$ cat src/bsc_pkg.sv
// Shared constants, types and helpers of the bridge command block.
// Assumes a byte-level link layer and a byte-level I2C engine on one clock.
`default_nettype none

package bsc_pkg;

   // Device command codes
   localparam logic [7:0] CMD_WR_CFG = 8'hD2;
   localparam logic [7:0] CMD_RD_CFG = 8'hE1;
   localparam logic [7:0] CMD_SLEEP = 8'h1E;
   localparam logic [7:0] CMD_RD_REV = 8'hC3;
   localparam logic [7:0] CMD_WR_RD = 8'h2D;

   // Result byte bit positions
   localparam int RES_CRC_BIT = 0;
   localparam int RES_ADDR_BIT = 1;
   localparam int RES_START_BIT = 3;

   // Write status values
   localparam logic [7:0] WSTAT_ALL_ACK = 8'h00;
   localparam logic [7:0] WSTAT_INVALID = 8'hFF;

   // Speed configuration: reset value, writable field, rate codes
   localparam logic [7:0] CFG_RESET = 8'h01;
   localparam logic [7:0] CFG_SPD_MASK = 8'h03;
   localparam logic [1:0] SPD_100K = 2'h0;
   localparam logic [1:0] SPD_400K = 2'h1;
   localparam logic [1:0] SPD_900K = 2'h2;

   // Reflected form of x^16 + x^15 + x^2 + 1
   localparam logic [15:0] CRC16_POLY_REFL = 16'hA001;
   localparam logic [15:0] CRC16_INIT = 16'h0000;

   // Buffer memory: write bytes in low half, read bytes in high half
   localparam int MEM_ADDR_W = 9;
   localparam logic WR_HALF = 1'h0;
   localparam logic RD_HALF = 1'h1;

   // I2C engine operations
   localparam logic [2:0] OP_START = 3'h0;
   localparam logic [2:0] OP_WRITE = 3'h1;
   localparam logic [2:0] OP_RSTART = 3'h2;
   localparam logic [2:0] OP_READ = 3'h3;
   localparam logic [2:0] OP_STOP = 3'h4;

   // Controller states, one-hot
   typedef enum logic [18:0] {
      S_IDLE = 19'h00001,
      S_CFG = 19'h00002,
      S_ADDR = 19'h00004,
      S_WLEN = 19'h00008,
      S_WDATA = 19'h00010,
      S_RLEN = 19'h00020,
      S_CRCL = 19'h00040,
      S_CRCH = 19'h00080,
      S_ST = 19'h00100,
      S_AW = 19'h00200,
      S_WR = 19'h00400,
      S_RS = 19'h00800,
      S_AR = 19'h01000,
      S_RD = 19'h02000,
      S_SP = 19'h04000,
      S_REPLY = 19'h08000,
      S_ONE = 19'h10000,
      S_WAITR = 19'h20000,
      S_SLEEP = 19'h40000
   } bsc_state_t;

   // Request to the I2C engine
   typedef struct packed {
      logic [2:0] op;   // Operation code
      logic [7:0] data; // Byte to send
      logic nack;       // Answer this read byte with NACK
   } bsc_i2c_cmd_t;

   // Answer from the I2C engine
   typedef struct packed {
      logic done;       // One-cycle completion pulse
      logic ack;        // Slave acknowledged the byte
      logic start_err;  // Start condition could not be made
      logic [7:0] rdata; // Byte read
   } bsc_i2c_rsp_t;

   // One byte step of the packet CRC, LSB first
   function automatic logic [15:0] bsc_crc16(input logic [15:0] c, input logic [7:0] d);
      logic [15:0] r;
      r = c;
      for (int i = 0; i < 8; i++) begin
         if (r[0] ^ d[i]) begin
            r = (r >> 1) ^ CRC16_POLY_REFL;
         end else begin
            r = r >> 1;
         end
      end
      return r;
   endfunction

   // Index reaches the last of a length
   function automatic logic bsc_is_last(input logic [7:0] idx, input logic [7:0] len);
      return idx == (len - 8'h01);
   endfunction

endpackage

`default_nettype wire

$ cat src/bsc_mem.sv
// Small byte memory with registered read data.
// Assumes one clock; contents are undefined after reset.
`timescale 1ns/1ps
`default_nettype none

module bsc_mem #(
   parameter int ADDR_W = 9,
   parameter int DATA_W = 8
) (
   input wire logic clk_sys_in,
   input wire logic wr_en_in,
   input wire logic [ADDR_W-1:0] wr_addr_in,
   input wire logic [DATA_W-1:0] wr_data_in,
   input wire logic [ADDR_W-1:0] rd_addr_in,
   output logic [DATA_W-1:0] rd_data_out
);

   // Storage array, no reset so it maps onto RAM
   logic [DATA_W-1:0] store [0:(1<<ADDR_W)-1];

   // Write port and registered read port
   always_ff @(posedge clk_sys_in) begin
      if (wr_en_in) begin
         store[wr_addr_in] <= wr_data_in;
      end
      rd_data_out <= store[rd_addr_in];
   end

endmodule

`default_nettype wire

$ cat src/bsc_bridge.sv
// Command interpreter of the serial-to-I2C bridge: packets, CRC, status, config, sleep.
// Assumes a link layer on clk_sys_in delivering bytes after a ROM-level selection,
// and a byte-level I2C engine answering each request with a done pulse.
`timescale 1ns/1ps
`default_nettype none

module bsc_bridge #(
   parameter logic [3:0] REV_MAJOR = 4'h1, // Arbitrary neutral value
   parameter logic [3:0] REV_MINOR = 4'h0  // Arbitrary neutral value
) (
   input wire logic clk_sys_in,
   input wire logic sys_rst_in,
   input wire logic rx_valid_in,
   input wire logic [7:0] rx_data_in,
   input wire logic bus_reset_in,
   input wire logic bit_slot_in,
   output logic tx_valid_out,
   output logic [7:0] tx_data_out,
   input wire logic tx_ready_in,
   output logic i2c_req_out,
   output bsc_pkg::bsc_i2c_cmd_t i2c_cmd_out,
   input wire bsc_pkg::bsc_i2c_rsp_t i2c_rsp_in,
   input wire logic wake_in,
   input wire logic sleep_req_in,
   output logic busy_out,
   output logic asleep_out,
   output logic error_flag_output_out,
   output logic [1:0] bus_rate_select_out
);
   import bsc_pkg::*;

   bsc_state_t state, next_state; // Controller state
   logic [7:0] cfg;         // Speed configuration
   logic [7:0] result;      // I2C result flags
   logic [7:0] wstat;       // Write NACK index
   logic len_err;           // Zero length seen
   logic [15:0] crc;        // Running packet CRC
   logic [7:0] crc_lo;      // First received CRC byte
   logic [7:0] addr;        // Slave address byte
   logic [7:0] wlen, rlen;  // Packet lengths
   logic [7:0] cnt;         // Byte index
   logic [1:0] rphase;      // Reply: 0 result, 1 wstat, 2 data
   logic [7:0] one_data;    // Single reply byte
   logic settle;            // Memory read data has settled
   logic zero_seen;         // Host read the 0b slot
   logic occ1;              // Second buffer entry full
   logic [7:0] buf1;        // Second buffer entry
   logic wake_meta, wake_sync, wake_prev; // Wake pin synchroniser
   logic slp_meta, slp_sync;              // Sleep pin synchroniser
   logic [7:0] mem_rd;      // Memory read data

   // Decoded conditions
   wire in_i2c = state inside {S_ST, S_AW, S_WR, S_RS, S_AR, S_RD, S_SP};
   wire listen = state inside {S_IDLE, S_CFG, S_ADDR, S_WLEN, S_WDATA, S_RLEN, S_CRCL, S_CRCH};
   wire rx_take = rx_valid_in && listen;
   wire done = i2c_req_out && i2c_rsp_in.done;
   wire ack = i2c_rsp_in.ack;
   wire rst_ok = bus_reset_in && !in_i2c && state != S_SLEEP;
   wire wake_rise = wake_sync && !wake_prev;
   wire last_w = bsc_is_last(cnt, wlen);
   wire last_r = bsc_is_last(cnt, rlen);
   wire len_zero = rx_data_in == 8'h00;
   wire crc_good = {rx_data_in, crc_lo} == ~crc;
   wire room = !occ1;
   wire fire = in_i2c && !i2c_req_out && settle;
   wire push_reply = state == S_REPLY && settle && zero_seen && room;
   wire push = push_reply || (state == S_ONE && room);
   wire [7:0] reply_byte = rphase == 2'h0 ? result : (rphase == 2'h1 ? wstat : mem_rd);
   wire [7:0] push_data = state == S_ONE ? one_data : reply_byte;
   wire pop = tx_valid_out && tx_ready_in;
   wire enter_reply = (state == S_CRCH && rx_take && !crc_good) || (state == S_SP && done);
   wire [7:0] addr_w = {addr[7:1], 1'h0};
   wire [7:0] addr_r = {addr[7:1], 1'h1};
   wire [7:0] cnt_inc = cnt + 8'h01;

   // Memory hookup: packet write bytes, then I2C read bytes
   wire mem_we = (state == S_WDATA && rx_take) || (state == S_RD && done);
   wire [MEM_ADDR_W-1:0] mem_wa = {state == S_RD ? RD_HALF : WR_HALF, cnt};
   wire [7:0] mem_wd = state == S_RD ? i2c_rsp_in.rdata : rx_data_in;
   wire [MEM_ADDR_W-1:0] mem_ra = {state == S_REPLY ? RD_HALF : WR_HALF, cnt};

   // result flags raised by CRC and I2C outcomes
   wire [7:0] res_set = {4'h0,
      state == S_ST && done && i2c_rsp_in.start_err, 1'h0,
      (state == S_AW || state == S_AR) && done && !ack,
      state == S_CRCH && rx_take && !crc_good};
   wire [7:0] next_result = (rst_ok ? 8'h00 : result) | res_set;
   wire next_len_err = (rst_ok ? 1'h0 : len_err) ||
      ((state == S_WLEN || state == S_RLEN) && rx_take && len_zero);
   wire next_settle = settle ? !(fire || push_reply) && (in_i2c || state == S_REPLY)
                             : (in_i2c && !i2c_req_out) || state == S_REPLY;

   bsc_mem #(.ADDR_W(MEM_ADDR_W), .DATA_W(8)) u_mem (
      .clk_sys_in(clk_sys_in),
      .wr_en_in(mem_we),
      .wr_addr_in(mem_wa),
      .wr_data_in(mem_wd),
      .rd_addr_in(mem_ra),
      .rd_data_out(mem_rd)
   );

   // Next state of the command sequence
   always_comb begin
      next_state = state;
      case (state)
         S_IDLE: begin
            if (rx_take) begin
               case (rx_data_in)
                  CMD_WR_CFG: next_state = S_CFG;
                  CMD_RD_CFG, CMD_RD_REV: next_state = S_ONE;
                  CMD_SLEEP: next_state = S_SLEEP;
                  CMD_WR_RD: next_state = S_ADDR;
                  default: next_state = S_WAITR; // Unknown: wait for reset
               endcase
            end
         end
         S_CFG: if (rx_take) next_state = S_IDLE;
         S_ADDR: if (rx_take) next_state = S_WLEN;
         S_WLEN: if (rx_take) next_state = len_zero ? S_WAITR : S_WDATA;
         S_WDATA: if (rx_take && last_w) next_state = S_RLEN;
         S_RLEN: if (rx_take) next_state = len_zero ? S_WAITR : S_CRCL;
         S_CRCL: if (rx_take) next_state = S_CRCH;
         S_CRCH: if (rx_take) next_state = crc_good ? S_ST : S_REPLY;
         // start, address, writes, restart, address, reads, stop
         S_ST: if (done) next_state = i2c_rsp_in.start_err ? S_SP : S_AW;
         S_AW: if (done) next_state = ack ? S_WR : S_SP;
         S_WR: if (done) next_state = !ack ? S_SP : (last_w ? S_RS : S_WR);
         S_RS: if (done) next_state = S_AR;
         S_AR: if (done) next_state = ack ? S_RD : S_SP;
         S_RD: if (done && last_r) next_state = S_SP;
         S_SP: if (done) next_state = S_REPLY;
         S_REPLY: if (push_reply && rphase == 2'h2 && last_r) next_state = S_IDLE;
         S_ONE: if (push) next_state = S_IDLE;
         S_WAITR: next_state = S_WAITR;
         // only a wake edge leaves sleep
         S_SLEEP: if (wake_rise && !slp_sync) next_state = S_IDLE;
         default: next_state = S_IDLE;
      endcase
      if (rst_ok) begin
         next_state = S_IDLE;
      end
      // sleep pin, deferred while I2C runs
      if (slp_sync && !in_i2c) begin
         next_state = S_SLEEP;
      end
   end

   // State and pin synchronisers
   always_ff @(posedge clk_sys_in or posedge sys_rst_in) begin
      if (sys_rst_in) begin
         state <= S_IDLE;
         {wake_meta, wake_sync, wake_prev} <= 3'h0;
         {slp_meta, slp_sync} <= 2'h0;
      end else begin
         state <= next_state;
         {wake_meta, wake_sync, wake_prev} <= {wake_in, wake_meta, wake_sync};
         {slp_meta, slp_sync} <= {sleep_req_in, slp_meta};
      end
   end

   // Status, flags and pin-level outputs
   always_ff @(posedge clk_sys_in or posedge sys_rst_in) begin
      if (sys_rst_in) begin
         result <= 8'h00;
         len_err <= 1'h0;
         error_flag_output_out <= 1'h0;
         busy_out <= 1'h0;
         asleep_out <= 1'h0;
         settle <= 1'h0;
         zero_seen <= 1'h0;
      end else begin
         result <= next_result;
         len_err <= next_len_err;
         error_flag_output_out <= (|next_result) || next_len_err;
         busy_out <= next_state inside {S_ST, S_AW, S_WR, S_RS, S_AR, S_RD, S_SP};
         asleep_out <= next_state == S_SLEEP;
         settle <= next_settle;
         // results wait for the 0b slot
         zero_seen <= state == S_REPLY && (zero_seen || bit_slot_in);
      end
   end

   // Configuration and single-byte replies
   always_ff @(posedge clk_sys_in or posedge sys_rst_in) begin
      if (sys_rst_in) begin
         cfg <= CFG_RESET;
         one_data <= 8'h00;
      end else begin
         // store the speed field of the byte after the write-config command
         if (state == S_CFG && rx_take) begin
            cfg <= rx_data_in & CFG_SPD_MASK;
         end
         if (state == S_IDLE && rx_take) begin
            one_data <= rx_data_in == CMD_RD_REV ? {REV_MAJOR, REV_MINOR} : cfg;
         end
      end
   end

   // speed field drives the engine rate
   assign bus_rate_select_out = cfg[1:0];

   // Packet capture, CRC and counters
   always_ff @(posedge clk_sys_in or posedge sys_rst_in) begin
      if (sys_rst_in) begin
         crc <= CRC16_INIT;
         crc_lo <= 8'h00;
         addr <= 8'h00;
         wlen <= 8'h00;
         rlen <= 8'h00;
         cnt <= 8'h00;
         rphase <= 2'h0;
         wstat <= WSTAT_ALL_ACK;
      end else begin
         // CRC over command, address (LSB zero), lengths, data
         if (state == S_IDLE && rx_take) begin
            crc <= bsc_crc16(CRC16_INIT, rx_data_in);
            cnt <= 8'h00;
         end
         if (state == S_ADDR && rx_take) begin
            addr <= rx_data_in;
            crc <= bsc_crc16(crc, {rx_data_in[7:1], 1'h0});
         end
         if ((state == S_WLEN || state == S_WDATA || state == S_RLEN) && rx_take) begin
            crc <= bsc_crc16(crc, rx_data_in);
         end
         if (state == S_WLEN && rx_take) wlen <= rx_data_in;
         if (state == S_RLEN && rx_take) rlen <= rx_data_in;
         if (state == S_WDATA && rx_take) cnt <= last_w ? 8'h00 : cnt_inc;
         if (state == S_CRCL && rx_take) crc_lo <= rx_data_in;
         // CRC failure reports invalid write status
         if (state == S_CRCH && rx_take) begin
            wstat <= crc_good ? WSTAT_ALL_ACK : WSTAT_INVALID;
         end
         // start or write-address failure reports invalid write status
         if (done && ((state == S_ST && i2c_rsp_in.start_err) || (state == S_AW && !ack))) begin
            wstat <= WSTAT_INVALID;
         end
         if (state == S_WR && done) begin
            cnt <= (last_w || !ack) ? 8'h00 : cnt_inc;
            if (!ack) wstat <= cnt_inc;
         end
         if (state == S_RD && done) cnt <= cnt_inc;
         if (enter_reply) begin
            cnt <= 8'h00;
            rphase <= 2'h0;
         end
         if (push_reply) begin
            if (rphase != 2'h2) rphase <= rphase + 2'h1;
            else cnt <= cnt_inc;
         end
      end
   end

   // I2C engine request; one request outstanding at a time
   always_ff @(posedge clk_sys_in or posedge sys_rst_in) begin
      if (sys_rst_in) begin
         i2c_req_out <= 1'h0;
         i2c_cmd_out <= '0;
      end else if (done) begin
         i2c_req_out <= 1'h0;
      end else if (fire) begin
         i2c_req_out <= 1'h1;
         i2c_cmd_out.nack <= state == S_RD && last_r;
         case (state)
            S_ST: i2c_cmd_out.op <= OP_START;
            S_AW: i2c_cmd_out.op <= OP_WRITE;
            S_WR: i2c_cmd_out.op <= OP_WRITE;
            S_RS: i2c_cmd_out.op <= OP_RSTART;
            S_AR: i2c_cmd_out.op <= OP_WRITE;
            S_RD: i2c_cmd_out.op <= OP_READ;
            default: i2c_cmd_out.op <= OP_STOP;
         endcase
         i2c_cmd_out.data <= state == S_AW ? addr_w : (state == S_AR ? addr_r : mem_rd);
      end
   end

   // Two-entry reply buffer; a stalled link holds bytes, never drops them
   always_ff @(posedge clk_sys_in or posedge sys_rst_in) begin
      if (sys_rst_in) begin
         tx_valid_out <= 1'h0;
         tx_data_out <= 8'h00;
         occ1 <= 1'h0;
         buf1 <= 8'h00;
      end else if (push && pop) begin
         if (occ1) begin
            tx_data_out <= buf1;
            buf1 <= push_data;
         end else begin
            tx_data_out <= push_data;
         end
      end else if (push) begin
         if (!tx_valid_out) begin
            tx_valid_out <= 1'h1;
            tx_data_out <= push_data;
         end else begin
            occ1 <= 1'h1;
            buf1 <= push_data;
         end
      end else if (pop) begin
         tx_data_out <= buf1;
         tx_valid_out <= occ1;
         occ1 <= 1'h0;
      end
   end

   // Checks next to the logic
   property p_res_layout;
      @(posedge clk_sys_in) disable iff (sys_rst_in) result[7:4] == 4'h0 && result[2] == 1'h0;
   endproperty
   a_res_layout: assert property (p_res_layout) else $error("reserved result bit set");

   property p_ed;
      @(posedge clk_sys_in) disable iff (sys_rst_in) (|result) |-> error_flag_output_out;
   endproperty
   a_ed: assert property (p_ed) else $error("error output low with flags set");

   property p_crc_bad;
      @(posedge clk_sys_in) disable iff (sys_rst_in)
         (state == S_CRCH && rx_take && !crc_good) |=>
            (state == S_REPLY && result[0] && wstat == 8'hFF && !i2c_req_out);
   endproperty
   a_crc_bad: assert property (p_crc_bad) else $error("bad CRC handled wrong");

   property p_addr_nack;
      @(posedge clk_sys_in) disable iff (sys_rst_in)
         (state == S_AW && done && !ack) |=> (result[1] && wstat == 8'hFF && state == S_SP);
   endproperty
   a_addr_nack: assert property (p_addr_nack) else $error("address NACK handled wrong");

   property p_nack_idx;
      @(posedge clk_sys_in) disable iff (sys_rst_in)
         (state == S_WR && done && !ack) |=> wstat == $past(cnt) + 8'h01;
   endproperty
   a_nack_idx: assert property (p_nack_idx) else $error("wrong NACK ordinal");

   property p_cfg_wr;
      @(posedge clk_sys_in) disable iff (sys_rst_in)
         (state == S_CFG && rx_valid_in && !slp_sync) |=> cfg == {6'h00, $past(rx_data_in[1:0])};
   endproperty
   a_cfg_wr: assert property (p_cfg_wr) else $error("config not stored");

   property p_cfg_rd;
      @(posedge clk_sys_in) disable iff (sys_rst_in)
         (state == S_IDLE && rx_valid_in && rx_data_in == 8'hE1 && !slp_sync && !bus_reset_in)
            |=> (state == S_ONE && one_data == cfg);
   endproperty
   a_cfg_rd: assert property (p_cfg_rd) else $error("config readback wrong");

   property p_sleep_cmd;
      @(posedge clk_sys_in) disable iff (sys_rst_in)
         (state == S_IDLE && rx_valid_in && rx_data_in == 8'h1E && !bus_reset_in)
            |=> state == S_SLEEP ##0 asleep_out;
   endproperty
   a_sleep_cmd: assert property (p_sleep_cmd) else $error("sleep command ignored");

   property p_stay_asleep;
      @(posedge clk_sys_in) disable iff (sys_rst_in)
         (state == S_SLEEP && !wake_rise) |=> state == S_SLEEP;
   endproperty
   a_stay_asleep: assert property (p_stay_asleep) else $error("left sleep without wake");

   property p_zero_len;
      @(posedge clk_sys_in) disable iff (sys_rst_in)
         (state == S_WLEN && rx_valid_in && rx_data_in == 8'h00 && !slp_sync && !bus_reset_in)
            |=> (state == S_WAITR && error_flag_output_out);
   endproperty
   a_zero_len: assert property (p_zero_len) else $error("zero length not flagged");

   property p_slot_first;
      @(posedge clk_sys_in) disable iff (sys_rst_in) push_reply |-> zero_seen && !busy_out;
   endproperty
   a_slot_first: assert property (p_slot_first) else $error("result sent before 0b slot");

endmodule

`default_nettype wire

$ cat config.mk
export PLATFORM = sky130hd
export DESIGN_NAME = bsc_bridge
export DESIGN_NICKNAME = d
export VERILOG_FILES = /design/src/bsc_pkg.sv /design/src/bsc_mem.sv /design/src/bsc_bridge.sv
export SDC_FILE = /design/constraint.sdc
export NUM_CORES = 2
export LEC_CHECK = 0
export BUFFER_PORTS_ARGS = -buffer_cell sky130_fd_sc_hd__buf_4
export CAP_MARGIN = 25
export CORE_MARGIN = 2
export CORE_UTILIZATION = 40
export CTS_BUF_LIST = sky130_fd_sc_hd__clkbuf_2 sky130_fd_sc_hd__clkbuf_4 sky130_fd_sc_hd__clkbuf_8
export CTS_CLUSTER_DIAMETER = 30
export DETAILED_ROUTE_END_ITERATION = 16
export PLACE_DENSITY = 0.65
export SLEW_MARGIN = 20
export SYNTH_ARGS = -nofsm -noshare
export SYNTH_HDL_FRONTEND = slang
export SYNTH_SLANG_ARGS = --single-unit
$ cat constraint.sdc
create_clock -name clk_sys_in -period 74.4 [get_ports clk_sys_in]
set_input_delay 3.72 -clock clk_sys_in [delete_from_list [all_inputs] [get_ports clk_sys_in]]
set_output_delay 3.72 -clock clk_sys_in [all_outputs]
set_load 0.005 [all_outputs]
==> impl_results.md <==
* Status: finished, final reports clean
* Worst path required time at around 75 ns
* Number of flops mapped to enable cells by yosys at 4096
* Vias at around 84000
* Pwr Density at between 20 and 30 mW/mm²
* Synth top area share at 0.745
* Final Hold Vio Count at 0
* Worst clock skew at 0.0574 ns
* FF+latch area at 0.127 mm²
* Clk_lat worst skew at 1.22 ns
* FFs w/ async S/R, synth at 0.0328
* Fmax at between 0.1 and 0.15 GHz
* Nets at 8265
* Hold Path Sink: slp_sync
* FF+latch count, synth at 4243
* Final slew viol count at 0
* WL met2 at 204 mm
* Clock buffer depth at 4
* Switching part of the total at 0.216
* Slew @ Worst Pin at between 1 and 1.5 ns
* CTS Buf Count at about 700
* Final HPWL DP at 241 mm
* Routed length per instance at 29.6 µm
* Clk slew on worst S/H paths at 0.06 ns
* Core footprint at around 0.4 mm²
* Post-Synth Simple-Gate Area at 0.0263
* Netlist area before placement at 0.165 mm²
* Slew HR at 0.246
* Largest area contributor in the netlist: edfxtp_1
* WL met3 at 40.8 mm
* CTS resizes at 0
* RSZ-0062 raised after global routing: no
* Fillers at 33700
* Routability Congestion at 0.853
* Worst setup SP type: flip-flop
* Initial antenna violation count at 13
* Prevailing post-synth register cell: edfxtp_1
* Top sig layer: met4
* Post-cts hold buffer count at 0
* Synthesized Nets at ~8000
* Sw power at ~1100 µW
* Total grt overflow at 0
* Most frequent cells in the layout: edfxtp_1, mux4_2, clkbuf_8, nor2_1, buf_4
* Main combinational cell family by area after synthesis: multiplexers
* First-pass GRT wire length at 609 mm
* Fin crit period at 7.00 ns
* Synth top area cells: edfxtp_1, mux4_2, dfrtp_1
* Worst R2R Start: cnt[0]
* Post-synthesis mux area share at 0.159
* H-tree levels at 6
* Hold path depth at 0
* R2R setup slack at 67.40 ns
* Synth Area in Compound Gates at 0.0297
* Synthesized-area fraction occupied by adder cells at 0.00144
* Synth unique cells at 73
* Fraction of power consumed by combinational cells at 0.028
* WS Path Type: reg -> reg
* TritonCTS clock tree: done
* Sequential area share after synthesis at 0.767
* Max-cap violations at 0
* Vias in the first global route at roughly 85000
* DRT antenna net count at 0
* CP Capture Type: flip-flop
* CTS Root Cell: clkbuf_8
* CP arrival at approximately 8.1 ns
* I/O Pins at 54
* Area of the multi-input gates at 0.0369 mm²
* Hold Path Origin: slp_meta
* Worst Path Max Fanout at 104
* Std-Cell Rows at 235
* Int Power at 3910 µW
* Min-delay worst type: reg -> reg
* P&R area growth vs syn at 13.7%
* First-pass DRT Iterations at 7
* Reg2reg end: u_mem.rd_data_out[0]
* DRT Wirelength at 423 mm
* Largest net degree at the start of global routing at 164
* Max IR drop VDD at 0.0181 mV
* Total setup buffers inserted after CTS at 0
* Drc violations at 0
* Commonest non-fill, non-tap cell in the layout: edfxtp_1
* Setup Viol. Count Final at 0
* Total number of yosys warnings at 0
* Leak at ~0.057 µW
* Clock tree sinks at 4243
* Sequential group share of total power at 0.528
* Worst hold slack at 0.359 ns
* Pwr Total at between 4000 and 5000 µW
* Total GRT Usage at 0.198
* Final Cycle Share at 0.0941
* Reg2Reg Depth at 11
* Initial DRC count at 10400
* Post-DR vias/cell at 5.86
* Syn Area/Cell at roughly 21 µm²
* Setup TNS at 0 ns
* Area share of xor/xnor cells in the synthesized design at 0.00445
* Routed length on met1 at 165 mm
* Cells after Synth at between 7000 and 8000
* Die Span Y at ~650 µm
* Starting Density at 0.402
* Layout cell share with drive strength beyond 1 at 0.299
* Port Buffers at 53
* Die X at 647 µm
* Clk pwr share at 0.444
* Area of the die at 0.418 mm²
[Yosys cell counts (all sizes together) (9+ instances only)]
cell type	n
edfxtp	4096
buf	168
nand2	152
a22oi	141
or2	12
o22ai	58
nor2b	18
nand4	23
a211oi	10
a22o	103
nand3	55
nor3	23
a221oi	91
nor4	32
a21oi	119
mux4	1128
o21ai	126
clkbuf	322
dfrtp	137
ha	19
xnor2	41
and2	12
nor2	609
or4	13
a31oi	10
nand2b	9
mux2	48
mux2i	37
inv	30
xor2	37
[sequential cells by signal, indices dropped and copies added (netlist names), 2 cells and up]
name and cells:
rphase 2, result 8, addr 7, wstat 8, i2c_cmd_out 12, rlen 8, wlen 8, tx_data_out 8
one_data 3, cfg 2, crc 16, buf1 8, u_mem.rd_data_out 8, state 19, cnt 8, u_mem.store 4096
crc_lo 8
[area by class of cell]
cell class / count / area share
timing repair buffer: 212 / 0.0104
clock inverter: 433 / 0.0222
clock buffer: 880 / 0.0596
sequential: 4243 / 0.674
antenna: 9 / 0.000120
multi-input combinational: 3017 / 0.196
tap: 5451 / 0.0363
inverter: 30 / 0.000626
[worst max-delay path by stage]
| stage | start | end | slack, ns |
|---|---|---|---|
| 3_5_place_dp | rx_data_in[0] | u_mem.store[148][0] | 66.61 |
| 3_3_place_gp | rx_data_in[0] | u_mem.store[156][0] | 66.71 |
| 2_1_floorplan | rx_data_in[0] | u_mem.store[0][0] | 46.21 |
| 5_1_grt | cnt[0] | u_mem.rd_data_out[0] | 66.89 |
| 4_1_cts | cnt[0] | u_mem.rd_data_out[0] | 67.22 |
| 6_report | cnt[0] | u_mem.rd_data_out[0] | 67.40 |
[layer usage]
layer  vias to the layer above  track usage
li1                      33600            -
met1                     44300        0.274
met2                      4919        0.318
met3                       729       0.0404
met4                         0       0.0639
met5                         -            0
[cells by family after synthesis]
family | count (synthesis)
XOR/XNOR | 80
AO/OA/AOI/OAI | 706
multiplexers | 1213
AND/OR/NAND/NOR | 999
buffers and inverters | 520
adder cells (fa/ha/maj) | 19
flip-flops | 4243
[through the flow]
step | cell area (µm²) | utilization | cells | setup WS [ns]
2_1_floorplan | 165000 | - | 7780 | 46.21
3_3_place_gp | 172000 | 0.419 | 12900 | 66.71
3_5_place_dp | 172000 | 0.420 | 12900 | 66.61
4_1_cts | 188000 | 0.457 | 14300 | 67.22
5_1_grt | 188000 | 0.457 | 14300 | 66.89
6_report | 188000 | 0.458 | 14300 | 67.40
[worst max-delay path, cell delays in order, from the launching register on]
cell	delay (ns)
dfrtp_4	1.02
buf_4	0.77
buf_4	0.67
buf_4	0.72
buf_12	0.69
mux4_2	0.64
mux4_2	0.53
a22o_1	0.25
a221oi_1	0.73
o22ai_1	0.30
nor2_1	0.22
nor2_1	0.07
[power groups by stage]
stage / Sequential, µW / Clock (µW) / Combinational, µW
2_1_floorplan: 2730 / 0 / 79.3
3_3_place_gp: 2680 / 0 / 135
3_5_place_dp: 2680 / 0 / 138
4_1_cts: 2630 / 2240 / 138
5_1_grt: 2630 / 2350 / 147
6_report: 2630 / 2210 / 138
(Power assumes the default switching activity.)
